===== src/common/homing_pkg.sv =====
// constants, method codes and state type for the homing sequencer
// assumes one 25 MHz clock; switch and index inputs already synchronous
// Behaviour
// - method 2: start positive if positive limit clear
// - method 2: first index after positive limit releases
// - methods 7 to 10 start positive
// - switch already active: direction from required edge
// - index on rising or falling switch side
// - reverse when limit ahead asserts
// - methods 11 to 14: negative start, limit
// - method 24: like 8, no index
// - method 28: like 12, no index
// - methods 33, 34 home on index only
// - method 35: current position is home, no motion
// - method 35 runs without operation enabled
// - method 1: start negative, index after release
// - index is encoder once-per-turn zero pulse
package homing_pkg;

    localparam int POS_W    = 32;                 // position word width
    localparam int METHOD_W = 8;                  // method code width
    localparam int EDGE_SEL_BIT = 0;              // even code takes rising side

    // method codes as the master writes them
    localparam logic [METHOD_W-1:0] M_NEG_LIM      = 8'h01;
    localparam logic [METHOD_W-1:0] M_POS_LIM      = 8'h02;
    localparam logic [METHOD_W-1:0] M_SW_POS_FIRST = 8'h07;
    localparam logic [METHOD_W-1:0] M_SW_POS_LAST  = 8'h0A;
    localparam logic [METHOD_W-1:0] M_SW_NEG_FIRST = 8'h0B;
    localparam logic [METHOD_W-1:0] M_SW_NEG_LAST  = 8'h0E;
    localparam logic [METHOD_W-1:0] M_SW_POS_NOIDX = 8'h18;
    localparam logic [METHOD_W-1:0] M_SW_NEG_NOIDX = 8'h1C;
    localparam logic [METHOD_W-1:0] M_IDX_NEG      = 8'h21;
    localparam logic [METHOD_W-1:0] M_IDX_POS      = 8'h22;
    localparam logic [METHOD_W-1:0] M_HERE         = 8'h23;

    // direction encoding of the direction flop
    localparam logic DIR_POS = 1'b1;
    localparam logic DIR_NEG = 1'b0;

    // sequencer states
    typedef enum logic [2:0] {
        ST_IDLE,      // waiting for a start
        ST_SEEK_LIM,  // driving toward the method's limit
        ST_LEAVE_LIM, // backing off until the limit releases
        ST_EXIT_SW,   // leaving an already active home switch
        ST_SEEK_SW,   // hunting the required home switch edge
        ST_ARM_IDX    // waiting for the next index pulse
    } hstate_e;

endpackage : homing_pkg


===== src/core/edge_watch.sv =====
// one-input edge detector giving rise and fall pulses
// assumes the level is already synchronous to the clock
`timescale 1ns/1ps
module edge_watch (
    input  wire logic clk_in,    // system clock
    input  wire logic rst_in,    // async reset, active high
    input  wire logic level_in,  // watched level
    output logic      rise_out,  // low to high this cycle
    output logic      fall_out   // high to low this cycle
);
    logic prev_r;    // level one cycle ago
    logic prev_nxt;  // next value of prev_r

    // previous level and edge terms
    always_comb begin
        prev_nxt = level_in;
        rise_out = level_in & ~prev_r;
        fall_out = ~level_in & prev_r;
    end

    // register the level; reset to low, so a level high at release looks like a rise
    always_ff @(posedge clk_in or posedge rst_in) begin
        if (rst_in) begin
            prev_r <= 1'b0;
        end else begin
            prev_r <= prev_nxt;
        end
    end
endmodule : edge_watch


===== src/core/homing_sequencer.sv =====
// homing sequencer: picks direction, reverses at limits, captures home
// assumes inputs synchronous to SYS_CLK_IN; motion itself is done elsewhere
`timescale 1ns/1ps
module homing_sequencer
    import homing_pkg::*;
(
    input  wire logic                SYS_CLK_IN,   // 25 MHz system clock
    input  wire logic                RST_IN,       // async reset, active high
    input  wire logic                START_IN,     // one-cycle start request
    input  wire logic [METHOD_W-1:0] METHOD_IN,    // selected homing method
    input  wire logic                OP_ENABLED_IN,// drive in operation enabled
    input  wire logic                POS_LIMIT_IN, // positive_travel_limit, high active
    input  wire logic                NEG_LIMIT_IN, // negative_travel_limit, high active
    input  wire logic                HOME_SW_IN,   // home switch, high active
    input  wire logic                INDEX_IN,     // encoder zero pulse
    input  wire logic [POS_W-1:0]    POSITION_IN,  // present position
    output logic                     MOVE_POS_OUT, // command motion positive
    output logic                     MOVE_NEG_OUT, // command motion negative
    output logic                     BUSY_OUT,     // homing in progress
    output logic                     DONE_OUT,     // homing completed
    output logic                     ERROR_OUT,    // refused or aborted
    output logic                     LOAD_REF_OUT, // one-cycle reference load
    output logic [POS_W-1:0]         HOME_POS_OUT  // captured home position
);

    ////////////////////////////////////////////////////////////////////////
    // edge detection of switches and index

    logic home_rise;   // home switch became active
    logic home_fall;   // home switch became inactive
    logic pos_fall;    // positive limit released
    logic neg_fall;    // negative limit released
    logic idx_rise;    // leading edge of the index pulse

    edge_watch u_home (
        .clk_in   (SYS_CLK_IN),
        .rst_in   (RST_IN),
        .level_in (HOME_SW_IN),
        .rise_out (home_rise),
        .fall_out (home_fall)
    );

    edge_watch u_pos (
        .clk_in   (SYS_CLK_IN),
        .rst_in   (RST_IN),
        .level_in (POS_LIMIT_IN),
        .rise_out (),
        .fall_out (pos_fall)
    );

    edge_watch u_neg (
        .clk_in   (SYS_CLK_IN),
        .rst_in   (RST_IN),
        .level_in (NEG_LIMIT_IN),
        .rise_out (),
        .fall_out (neg_fall)
    );

    // the index input is the encoder's once-per-turn zero pulse
    edge_watch u_idx (
        .clk_in   (SYS_CLK_IN),
        .rst_in   (RST_IN),
        .level_in (INDEX_IN),
        .rise_out (idx_rise),
        .fall_out ()
    );

    ////////////////////////////////////////////////////////////////////////
    // method decode

    logic m_lim;      // methods 1 and 2
    logic m_sw;       // switch methods 7..14, 24, 28
    logic m_sw_neg;   // switch methods starting negative
    logic m_noidx;    // switch methods without index
    logic m_idx;      // index only methods
    logic m_here;     // current position method
    logic m_rise;     // required edge is the rising side

    // decode the method code on the input
    always_comb begin
        m_lim    = (METHOD_IN == M_NEG_LIM) | (METHOD_IN == M_POS_LIM);
        m_noidx  = (METHOD_IN == M_SW_POS_NOIDX) | (METHOD_IN == M_SW_NEG_NOIDX);
        m_sw_neg = ((METHOD_IN >= M_SW_NEG_FIRST) & (METHOD_IN <= M_SW_NEG_LAST))
                 | (METHOD_IN == M_SW_NEG_NOIDX);
        m_sw     = ((METHOD_IN >= M_SW_POS_FIRST) & (METHOD_IN <= M_SW_POS_LAST))
                 | m_sw_neg | m_noidx;
        m_idx    = (METHOD_IN == M_IDX_NEG) | (METHOD_IN == M_IDX_POS);
        m_here   = (METHOD_IN == M_HERE);
        // even codes index on the rising side, odd on the falling side
        m_rise   = ~METHOD_IN[EDGE_SEL_BIT];
    end

    ////////////////////////////////////////////////////////////////////////
    // sequencer state

    hstate_e          state_r, state_nxt;    // sequencer state
    logic             dir_r, dir_nxt;        // present direction
    logic             rise_r, rise_nxt;      // method wants rising side
    logic             noidx_r, noidx_nxt;    // capture on switch edge
    logic             limneg_r, limneg_nxt;  // limit method uses negative limit
    logic             pos_r, pos_nxt;        // motion positive flop
    logic             neg_r, neg_nxt;        // motion negative flop
    logic             busy_r, busy_nxt;      // busy flop
    logic             done_r, done_nxt;      // done flop
    logic             err_r, err_nxt;        // error flop
    logic             load_r, load_nxt;      // reference load strobe
    logic [POS_W-1:0] home_r, home_nxt;      // captured home

    logic lim_ahead;   // limit in the present direction is asserted
    logic sw_edge;     // required home switch edge seen
    logic lim_rel;     // the limit method's limit released
    logic capture;     // take the home point this cycle

    // next-value logic of the whole sequencer
    always_comb begin
        state_nxt  = state_r;
        dir_nxt    = dir_r;
        rise_nxt   = rise_r;
        noidx_nxt  = noidx_r;
        limneg_nxt = limneg_r;
        done_nxt   = done_r;
        err_nxt    = err_r;
        home_nxt   = home_r;
        capture    = 1'b0;
        lim_ahead  = (dir_r == DIR_POS) ? POS_LIMIT_IN : NEG_LIMIT_IN;
        sw_edge    = rise_r ? home_rise : home_fall;
        lim_rel    = limneg_r ? neg_fall : pos_fall;

        unique case (state_r)
            ST_IDLE: begin
                if (START_IN) begin
                    // a new start clears the previous outcome
                    done_nxt  = 1'b0;
                    err_nxt   = 1'b0;
                    rise_nxt  = m_rise;
                    noidx_nxt = m_noidx;
                    if (m_here) begin
                        // no motion, and operation enabled not required
                        capture = 1'b1;
                    end else if (!OP_ENABLED_IN) begin
                        err_nxt = 1'b1;   // motion methods need the drive enabled
                    end else if (m_lim) begin
                        limneg_nxt = (METHOD_IN == M_NEG_LIM);
                        if (METHOD_IN == M_NEG_LIM) begin
                            // toward the negative limit unless already on it
                            dir_nxt   = NEG_LIMIT_IN ? DIR_POS : DIR_NEG;
                            state_nxt = NEG_LIMIT_IN ? ST_LEAVE_LIM : ST_SEEK_LIM;
                        end else begin
                            // toward the positive limit unless already on it
                            dir_nxt   = POS_LIMIT_IN ? DIR_NEG : DIR_POS;
                            state_nxt = POS_LIMIT_IN ? ST_LEAVE_LIM : ST_SEEK_LIM;
                        end
                    end else if (m_sw) begin
                        if (HOME_SW_IN && m_rise) begin
                            // must come back onto the switch: leave it first
                            dir_nxt   = m_sw_neg ? DIR_POS : DIR_NEG;
                            state_nxt = ST_EXIT_SW;
                        end else begin
                            // nominal start direction of the method
                            dir_nxt   = m_sw_neg ? DIR_NEG : DIR_POS;
                            state_nxt = ST_SEEK_SW;
                        end
                    end else if (m_idx) begin
                        // index only, no switch is looked at
                        dir_nxt   = (METHOD_IN == M_IDX_POS) ? DIR_POS : DIR_NEG;
                        state_nxt = ST_ARM_IDX;
                    end else begin
                        err_nxt = 1'b1;   // code 0 and unsupported codes
                    end
                end
            end
            ST_SEEK_LIM: begin
                // run into the limit, then turn back off it
                if (lim_ahead) begin
                    dir_nxt   = ~dir_r;
                    state_nxt = ST_LEAVE_LIM;
                end
            end
            ST_LEAVE_LIM: begin
                // arm on the limit's release edge
                if (lim_rel) begin
                    state_nxt = ST_ARM_IDX;
                end
            end
            ST_EXIT_SW: begin
                if (home_fall) begin
                    // off the switch: turn and approach its rising edge
                    dir_nxt   = ~dir_r;
                    state_nxt = ST_SEEK_SW;
                end else if (lim_ahead) begin
                    dir_nxt = ~dir_r;
                end
            end
            ST_SEEK_SW: begin
                if (sw_edge) begin
                    if (noidx_r) begin
                        capture = 1'b1;
                    end else begin
                        state_nxt = ST_ARM_IDX;
                    end
                end else if (lim_ahead) begin
                    // travelling away from the switch: turn at the limit
                    dir_nxt = ~dir_r;
                end
            end
            ST_ARM_IDX: begin
                if (idx_rise) begin
                    capture = 1'b1;
                end else if (lim_ahead) begin
                    dir_nxt = ~dir_r;
                end
            end
        endcase

        // losing operation enabled mid-run aborts the search
        if ((state_r != ST_IDLE) && !OP_ENABLED_IN) begin
            state_nxt = ST_IDLE;
            err_nxt   = 1'b1;
            capture   = 1'b0;
        end

        // capture loads the reference and reports completion
        if (capture) begin
            state_nxt = ST_IDLE;
            home_nxt  = POSITION_IN;
            done_nxt  = 1'b1;
        end
        load_nxt = capture;
        busy_nxt = (state_nxt != ST_IDLE);
        pos_nxt  = busy_nxt & (dir_nxt == DIR_POS);
        neg_nxt  = busy_nxt & (dir_nxt == DIR_NEG);
    end

    // register every piece of sequencer state
    always_ff @(posedge SYS_CLK_IN or posedge RST_IN) begin
        if (RST_IN) begin
            state_r  <= ST_IDLE;
            dir_r    <= DIR_POS;
            rise_r   <= 1'b0;
            noidx_r  <= 1'b0;
            limneg_r <= 1'b0;
            pos_r    <= 1'b0;
            neg_r    <= 1'b0;
            busy_r   <= 1'b0;
            done_r   <= 1'b0;
            err_r    <= 1'b0;
            load_r   <= 1'b0;
            home_r   <= '0;
        end else begin
            state_r  <= state_nxt;
            dir_r    <= dir_nxt;
            rise_r   <= rise_nxt;
            noidx_r  <= noidx_nxt;
            limneg_r <= limneg_nxt;
            pos_r    <= pos_nxt;
            neg_r    <= neg_nxt;
            busy_r   <= busy_nxt;
            done_r   <= done_nxt;
            err_r    <= err_nxt;
            load_r   <= load_nxt;
            home_r   <= home_nxt;
        end
    end

    // outputs straight from flops
    assign MOVE_POS_OUT = pos_r;
    assign MOVE_NEG_OUT = neg_r;
    assign BUSY_OUT     = busy_r;
    assign DONE_OUT     = done_r;
    assign ERROR_OUT    = err_r;
    assign LOAD_REF_OUT = load_r;
    assign HOME_POS_OUT = home_r;

    ////////////////////////////////////////////////////////////////////////
    // checks

    logic go;   // accepted start with the drive enabled
    assign go = START_IN && (state_r == ST_IDLE) && OP_ENABLED_IN;

    property p_here;
        @(posedge SYS_CLK_IN) disable iff (RST_IN)
        START_IN && (state_r == ST_IDLE) && (METHOD_IN == M_HERE)
        |=> LOAD_REF_OUT && (HOME_POS_OUT == $past(POSITION_IN)) && !BUSY_OUT;
    endproperty
    a_here: assert property (p_here)
        else $error("current position method did not capture at once");

    property p_here_off;
        @(posedge SYS_CLK_IN) disable iff (RST_IN)
        START_IN && (state_r == ST_IDLE) && (METHOD_IN == M_HERE) && !OP_ENABLED_IN
        |=> DONE_OUT && !ERROR_OUT;
    endproperty
    a_here_off: assert property (p_here_off)
        else $error("current position method refused while not enabled");

    property p_m2_start;
        @(posedge SYS_CLK_IN) disable iff (RST_IN)
        go && (METHOD_IN == M_POS_LIM) && !POS_LIMIT_IN |=> MOVE_POS_OUT && !MOVE_NEG_OUT;
    endproperty
    a_m2_start: assert property (p_m2_start)
        else $error("method 2 did not start positive");

    property p_m1_start;
        @(posedge SYS_CLK_IN) disable iff (RST_IN)
        go && (METHOD_IN == M_NEG_LIM) && !NEG_LIMIT_IN |=> MOVE_NEG_OUT && !MOVE_POS_OUT;
    endproperty
    a_m1_start: assert property (p_m1_start)
        else $error("method 1 did not start negative");

    property p_sw_pos;
        @(posedge SYS_CLK_IN) disable iff (RST_IN)
        go && (METHOD_IN >= M_SW_POS_FIRST) && (METHOD_IN <= M_SW_POS_LAST) && !HOME_SW_IN
        |=> MOVE_POS_OUT;
    endproperty
    a_sw_pos: assert property (p_sw_pos)
        else $error("switch method did not start positive");

    property p_sw_neg;
        @(posedge SYS_CLK_IN) disable iff (RST_IN)
        go && (METHOD_IN >= M_SW_NEG_FIRST) && (METHOD_IN <= M_SW_NEG_LAST) && !HOME_SW_IN
        |=> MOVE_NEG_OUT;
    endproperty
    a_sw_neg: assert property (p_sw_neg)
        else $error("switch method did not start negative");

    property p_on_sw;
        @(posedge SYS_CLK_IN) disable iff (RST_IN)
        go && (METHOD_IN == M_SW_POS_FIRST + 8'h01) && HOME_SW_IN |=> MOVE_NEG_OUT;
    endproperty
    a_on_sw: assert property (p_on_sw)
        else $error("rising side method on active switch did not leave it");

    property p_turn;
        @(posedge SYS_CLK_IN) disable iff (RST_IN)
        (state_r == ST_SEEK_SW) && MOVE_POS_OUT && POS_LIMIT_IN && !sw_edge
        && OP_ENABLED_IN |=> MOVE_NEG_OUT;
    endproperty
    a_turn: assert property (p_turn)
        else $error("no reversal at the limit ahead");

    property p_idx_cap;
        @(posedge SYS_CLK_IN) disable iff (RST_IN)
        (state_r == ST_ARM_IDX) && INDEX_IN && !$past(INDEX_IN) && OP_ENABLED_IN
        |=> LOAD_REF_OUT && (HOME_POS_OUT == $past(POSITION_IN));
    endproperty
    a_idx_cap: assert property (p_idx_cap)
        else $error("index edge did not capture home");

    property p_noidx;
        @(posedge SYS_CLK_IN) disable iff (RST_IN)
        (state_r == ST_SEEK_SW) && noidx_r && sw_edge && OP_ENABLED_IN |=> LOAD_REF_OUT;
    endproperty
    a_noidx: assert property (p_noidx)
        else $error("switch only method did not capture on edge");

    property p_done;
        @(posedge SYS_CLK_IN) disable iff (RST_IN)
        LOAD_REF_OUT |-> DONE_OUT && !BUSY_OUT && !MOVE_POS_OUT && !MOVE_NEG_OUT
        ##1 (!LOAD_REF_OUT || $past(START_IN)); // back-to-back method 35 pulses again
    endproperty
    a_done: assert property (p_done)
        else $error("completion not reported with the reference load");

endmodule : homing_sequencer


===== config.mk =====
export PLATFORM = sky130hd
export DESIGN_NAME = homing_sequencer
export DESIGN_NICKNAME = d
export VERILOG_FILES = /design/src/common/homing_pkg.sv /design/src/core/edge_watch.sv /design/src/core/homing_sequencer.sv
export SDC_FILE = /design/constraint.sdc
export NUM_CORES = 1
export LEC_CHECK = 0
export BUFFER_PORTS_ARGS = -buffer_cell sky130_fd_sc_hd__buf_2
export CAP_MARGIN = 10
export CORE_ASPECT_RATIO = 2
export CORE_UTILIZATION = 45
export CTS_CLUSTER_SIZE = 12
export DETAILED_ROUTE_END_ITERATION = 10
export PLACE_DENSITY = 0.82
export SKIP_CTS_REPAIR_TIMING = 1
export SLEW_MARGIN = 20
export SYNTH_ARGS = -nofsm -noshare
export SYNTH_HDL_FRONTEND = slang
export SYNTH_HIERARCHICAL = 1
export SYNTH_SLANG_ARGS = --single-unit

===== constraint.sdc =====
create_clock -name SYS_CLK_IN -period 2.6 [get_ports SYS_CLK_IN]
set_input_delay 0.52 -clock SYS_CLK_IN [delete_from_list [all_inputs] [get_ports SYS_CLK_IN]]
set_output_delay 0.52 -clock SYS_CLK_IN [all_outputs]
set_load 0.05 [all_outputs]

==> flow_summary.json <==
{
  "place_area_um2": 3080,
  "fmax_mhz": 460,
  "ir_drop_mv": 0.857,
  "finalSetupTns_ns": 0,
  "tightest_slew_ns": 0.896,
  "die_x_um": 55.7,
  "cts_buffers": 5,
  "maxCapViolCount": 0,
  "postSynthAreaPerCell_um2": 11.2,
  "fin_area_um2": 3190,
  "dpl.cell_count": 369,
  "p_per_area_nw_per_um2": 1120,
  "power_leakage_nw": 1.72,
  "cts_tree": "yes",
  "setup_viol": 0,
  "fin_crit_sh_pct": 83.5,
  "syn-num-nets": 280,
  "critPathMaxFanout": 6,
  "crit_path_end_kind": "flop",
  "synth_cells": 232,
  "nets": 364,
  "ant_nets": 0,
  "diodes": 0,
  "dr.first_iter.drc_count": 104,
  "wirelength_mm": 5.93,
  "drt_pass1_iterations": 5,
  "drc": 0,
  "yosys_warnings": 6,
  "drv_slew": 0,
  "routedWlPerCell_um": 15.7,
  "finalWorstSetupSlack_ns": 0.428,
  "fp-row-count": 38,
  "core_area_um2": 5470,
  "rsz0062_at_grt": "no",
  "cts_root_buffer": "clkbuf_8",
  "place_ws_ns": 0.145,
  "antenna_found_initial": 0,
  "clock_latency_ns": 0.31,
  "grt.total_usage_pct": 20.7,
  "worstPathRequired_ns": 2.78,
  "via_count": 2087,
  "ff_latch_area_um2": 1230,
  "vias_per_cell": 5.54,
  "hp-class": "input port to async pin",
  "nFillCells": 473,
  "dieArea_um2": 6090,
  "io_buffers": 85,
  "hold_viol": 0,
  "grt.overflow.total": 0,
  "startpoint_type": "flop",
  "drive_gt1_share_pct": 46.4,
  "worst_clock_skew_ns": 0.0165,
  "h-tree-depth": 2,
  "die_y_um": 109,
  "worstPathArrival_ns": 2.35,
  "power.total_mw": 3.59,
  "dp_hpwl_mm": 4.64,
  "slew_headroom_pct": 40.2,
  "status": "completed",
  "area_growth_pct": 23.0,
  "cts_sinks": 49,
  "netlist_area_um2": 2590,
  "period_needed_ns": 2.17,
  "boundaryPins": 86,
  "multi_input_area_um2": 1230,
  "clkSlewWorstSetupHoldPaths_ns": 0.09,
  "grt_max_degree": 46,
  "grt_pass1_vias": 2069,
  "gp_congestion": 0.934,
  "crit_type": "flop to flop",
  "clock_path_buffers": 2,
  "grt_pass1_wl_mm": 9.56,
  "fin_cells": 377,
  "start_util_pct": 47.5
}
## metrics by stage
stage / utilization (%) / hold WS (ns)
after CTS: 58.4 / 0.0536
final: 58.4 / 0.0709
after global routing: 58.4 / 0.0566
after global placement: 56.3 / 0.397
after floorplan: - / 0.249
after detailed placement: 56.3 / 0.398
## cells in the final DEF (no fill, tap or decap), types with 2 or more instances in the layout
| cell type | instances |
|---|---|
| a211oi_1 | 4 |
| a21oi_1 | 8 |
| a311o_1 | 2 |
| a31oi_1 | 6 |
| and2b_2 | 3 |
| and3_1 | 2 |
| and3b_1 | 2 |
| buf_12 | 2 |
| buf_2 | 85 |
| buf_4 | 4 |
| clkbuf_8 | 5 |
| dfrtp_1 | 48 |
| inv_1 | 12 |
| mux2_2 | 18 |
| mux2_4 | 16 |
| mux2i_1 | 2 |
| nand2_1 | 17 |
| nand2b_1 | 2 |
| nand3_1 | 7 |
| nand3b_1 | 2 |
| nor2_1 | 11 |
| nor2b_1 | 7 |
| nor3_1 | 3 |
| o2111ai_1 | 2 |
| o211ai_1 | 2 |
| o21ai_0 | 8 |
| o221ai_1 | 2 |
| o22ai_1 | 2 |
| xnor2_1 | 2 |
## where the power goes
| group | switching (mW) | internal (mW) |
|---|---|---|
| Clock | 0.252 | 0.288 |
| Sequential | 0.176 | 1.04 |
| Combinational | 1.26 | 0.569 |
| Total | 1.69 | 1.90 |
## path summary, 6_finish.rpt
kind                                         start                          end  slack (ns)  cells past startpoint
min reg2reg                   DONE_OUT$_DFFE_PP0P_         DONE_OUT$_DFFE_PP0P_        0.48                      2
max reg2reg                u_home/prev_r$_DFF_PP0_       MOVE_POS_OUT$_DFF_PP0_        0.43                      7
min in group SYS_CLK_IN                   INDEX_IN       u_idx/prev_r$_DFF_PP0_        0.34                      1
max                        u_home/prev_r$_DFF_PP0_       MOVE_POS_OUT$_DFF_PP0_        0.43                      7
max in group asynchronous                   RST_IN  HOME_POS_OUT[4]$_DFFE_PP0P_        1.60                      2
min                                         RST_IN       u_neg/prev_r$_DFF_PP0_        0.07                      2
## sequential cells by signal, indices dropped and copies added, names as in the netlist
name	count
BUSY_OUT	1
DONE_OUT	1
ERROR_OUT	1
HOME_POS_OUT	32
LOAD_REF_OUT	1
MOVE_NEG_OUT	1
MOVE_POS_OUT	1
dir_r	1
limneg_r	1
noidx_r	1
rise_r	1
state_r	3
u_home/prev_r	1
u_idx/prev_r	1
u_neg/prev_r	1
u_pos/prev_r	1
## layout make-up
cell class | instances | area share, %
sequential | 49 | 38.4
clock buffer | 5 | 2.16
tap | 60 | 2.35
clock inverter | 3 | 1.37
timing repair buffer | 91 | 15.5
inverter | 13 | 1.53
multi-input combinational | 156 | 38.6
## layer usage
layer / up-vias / global-route usage [%] / part of all wire (%)
met5: - / 0 / 0
met4: 0 / 18.0 / 6.3
met3: 27 / 3.18 / 3.4
met2: 77 / 38.2 / 56
met1: 986 / 19.6 / 34
li1: 997 / - / -
## critical path, stage by stage, from the launching register on
cell,delay [ns]
dfrtp_1,0.39
and2b_2,0.24
mux2_2,0.30
o2111ai_1,0.18
o41ai_1,0.10
a311o_1,0.32
a311o_1,0.37
a21boi_1,0.15
Power figures use the tool's default switching activity.
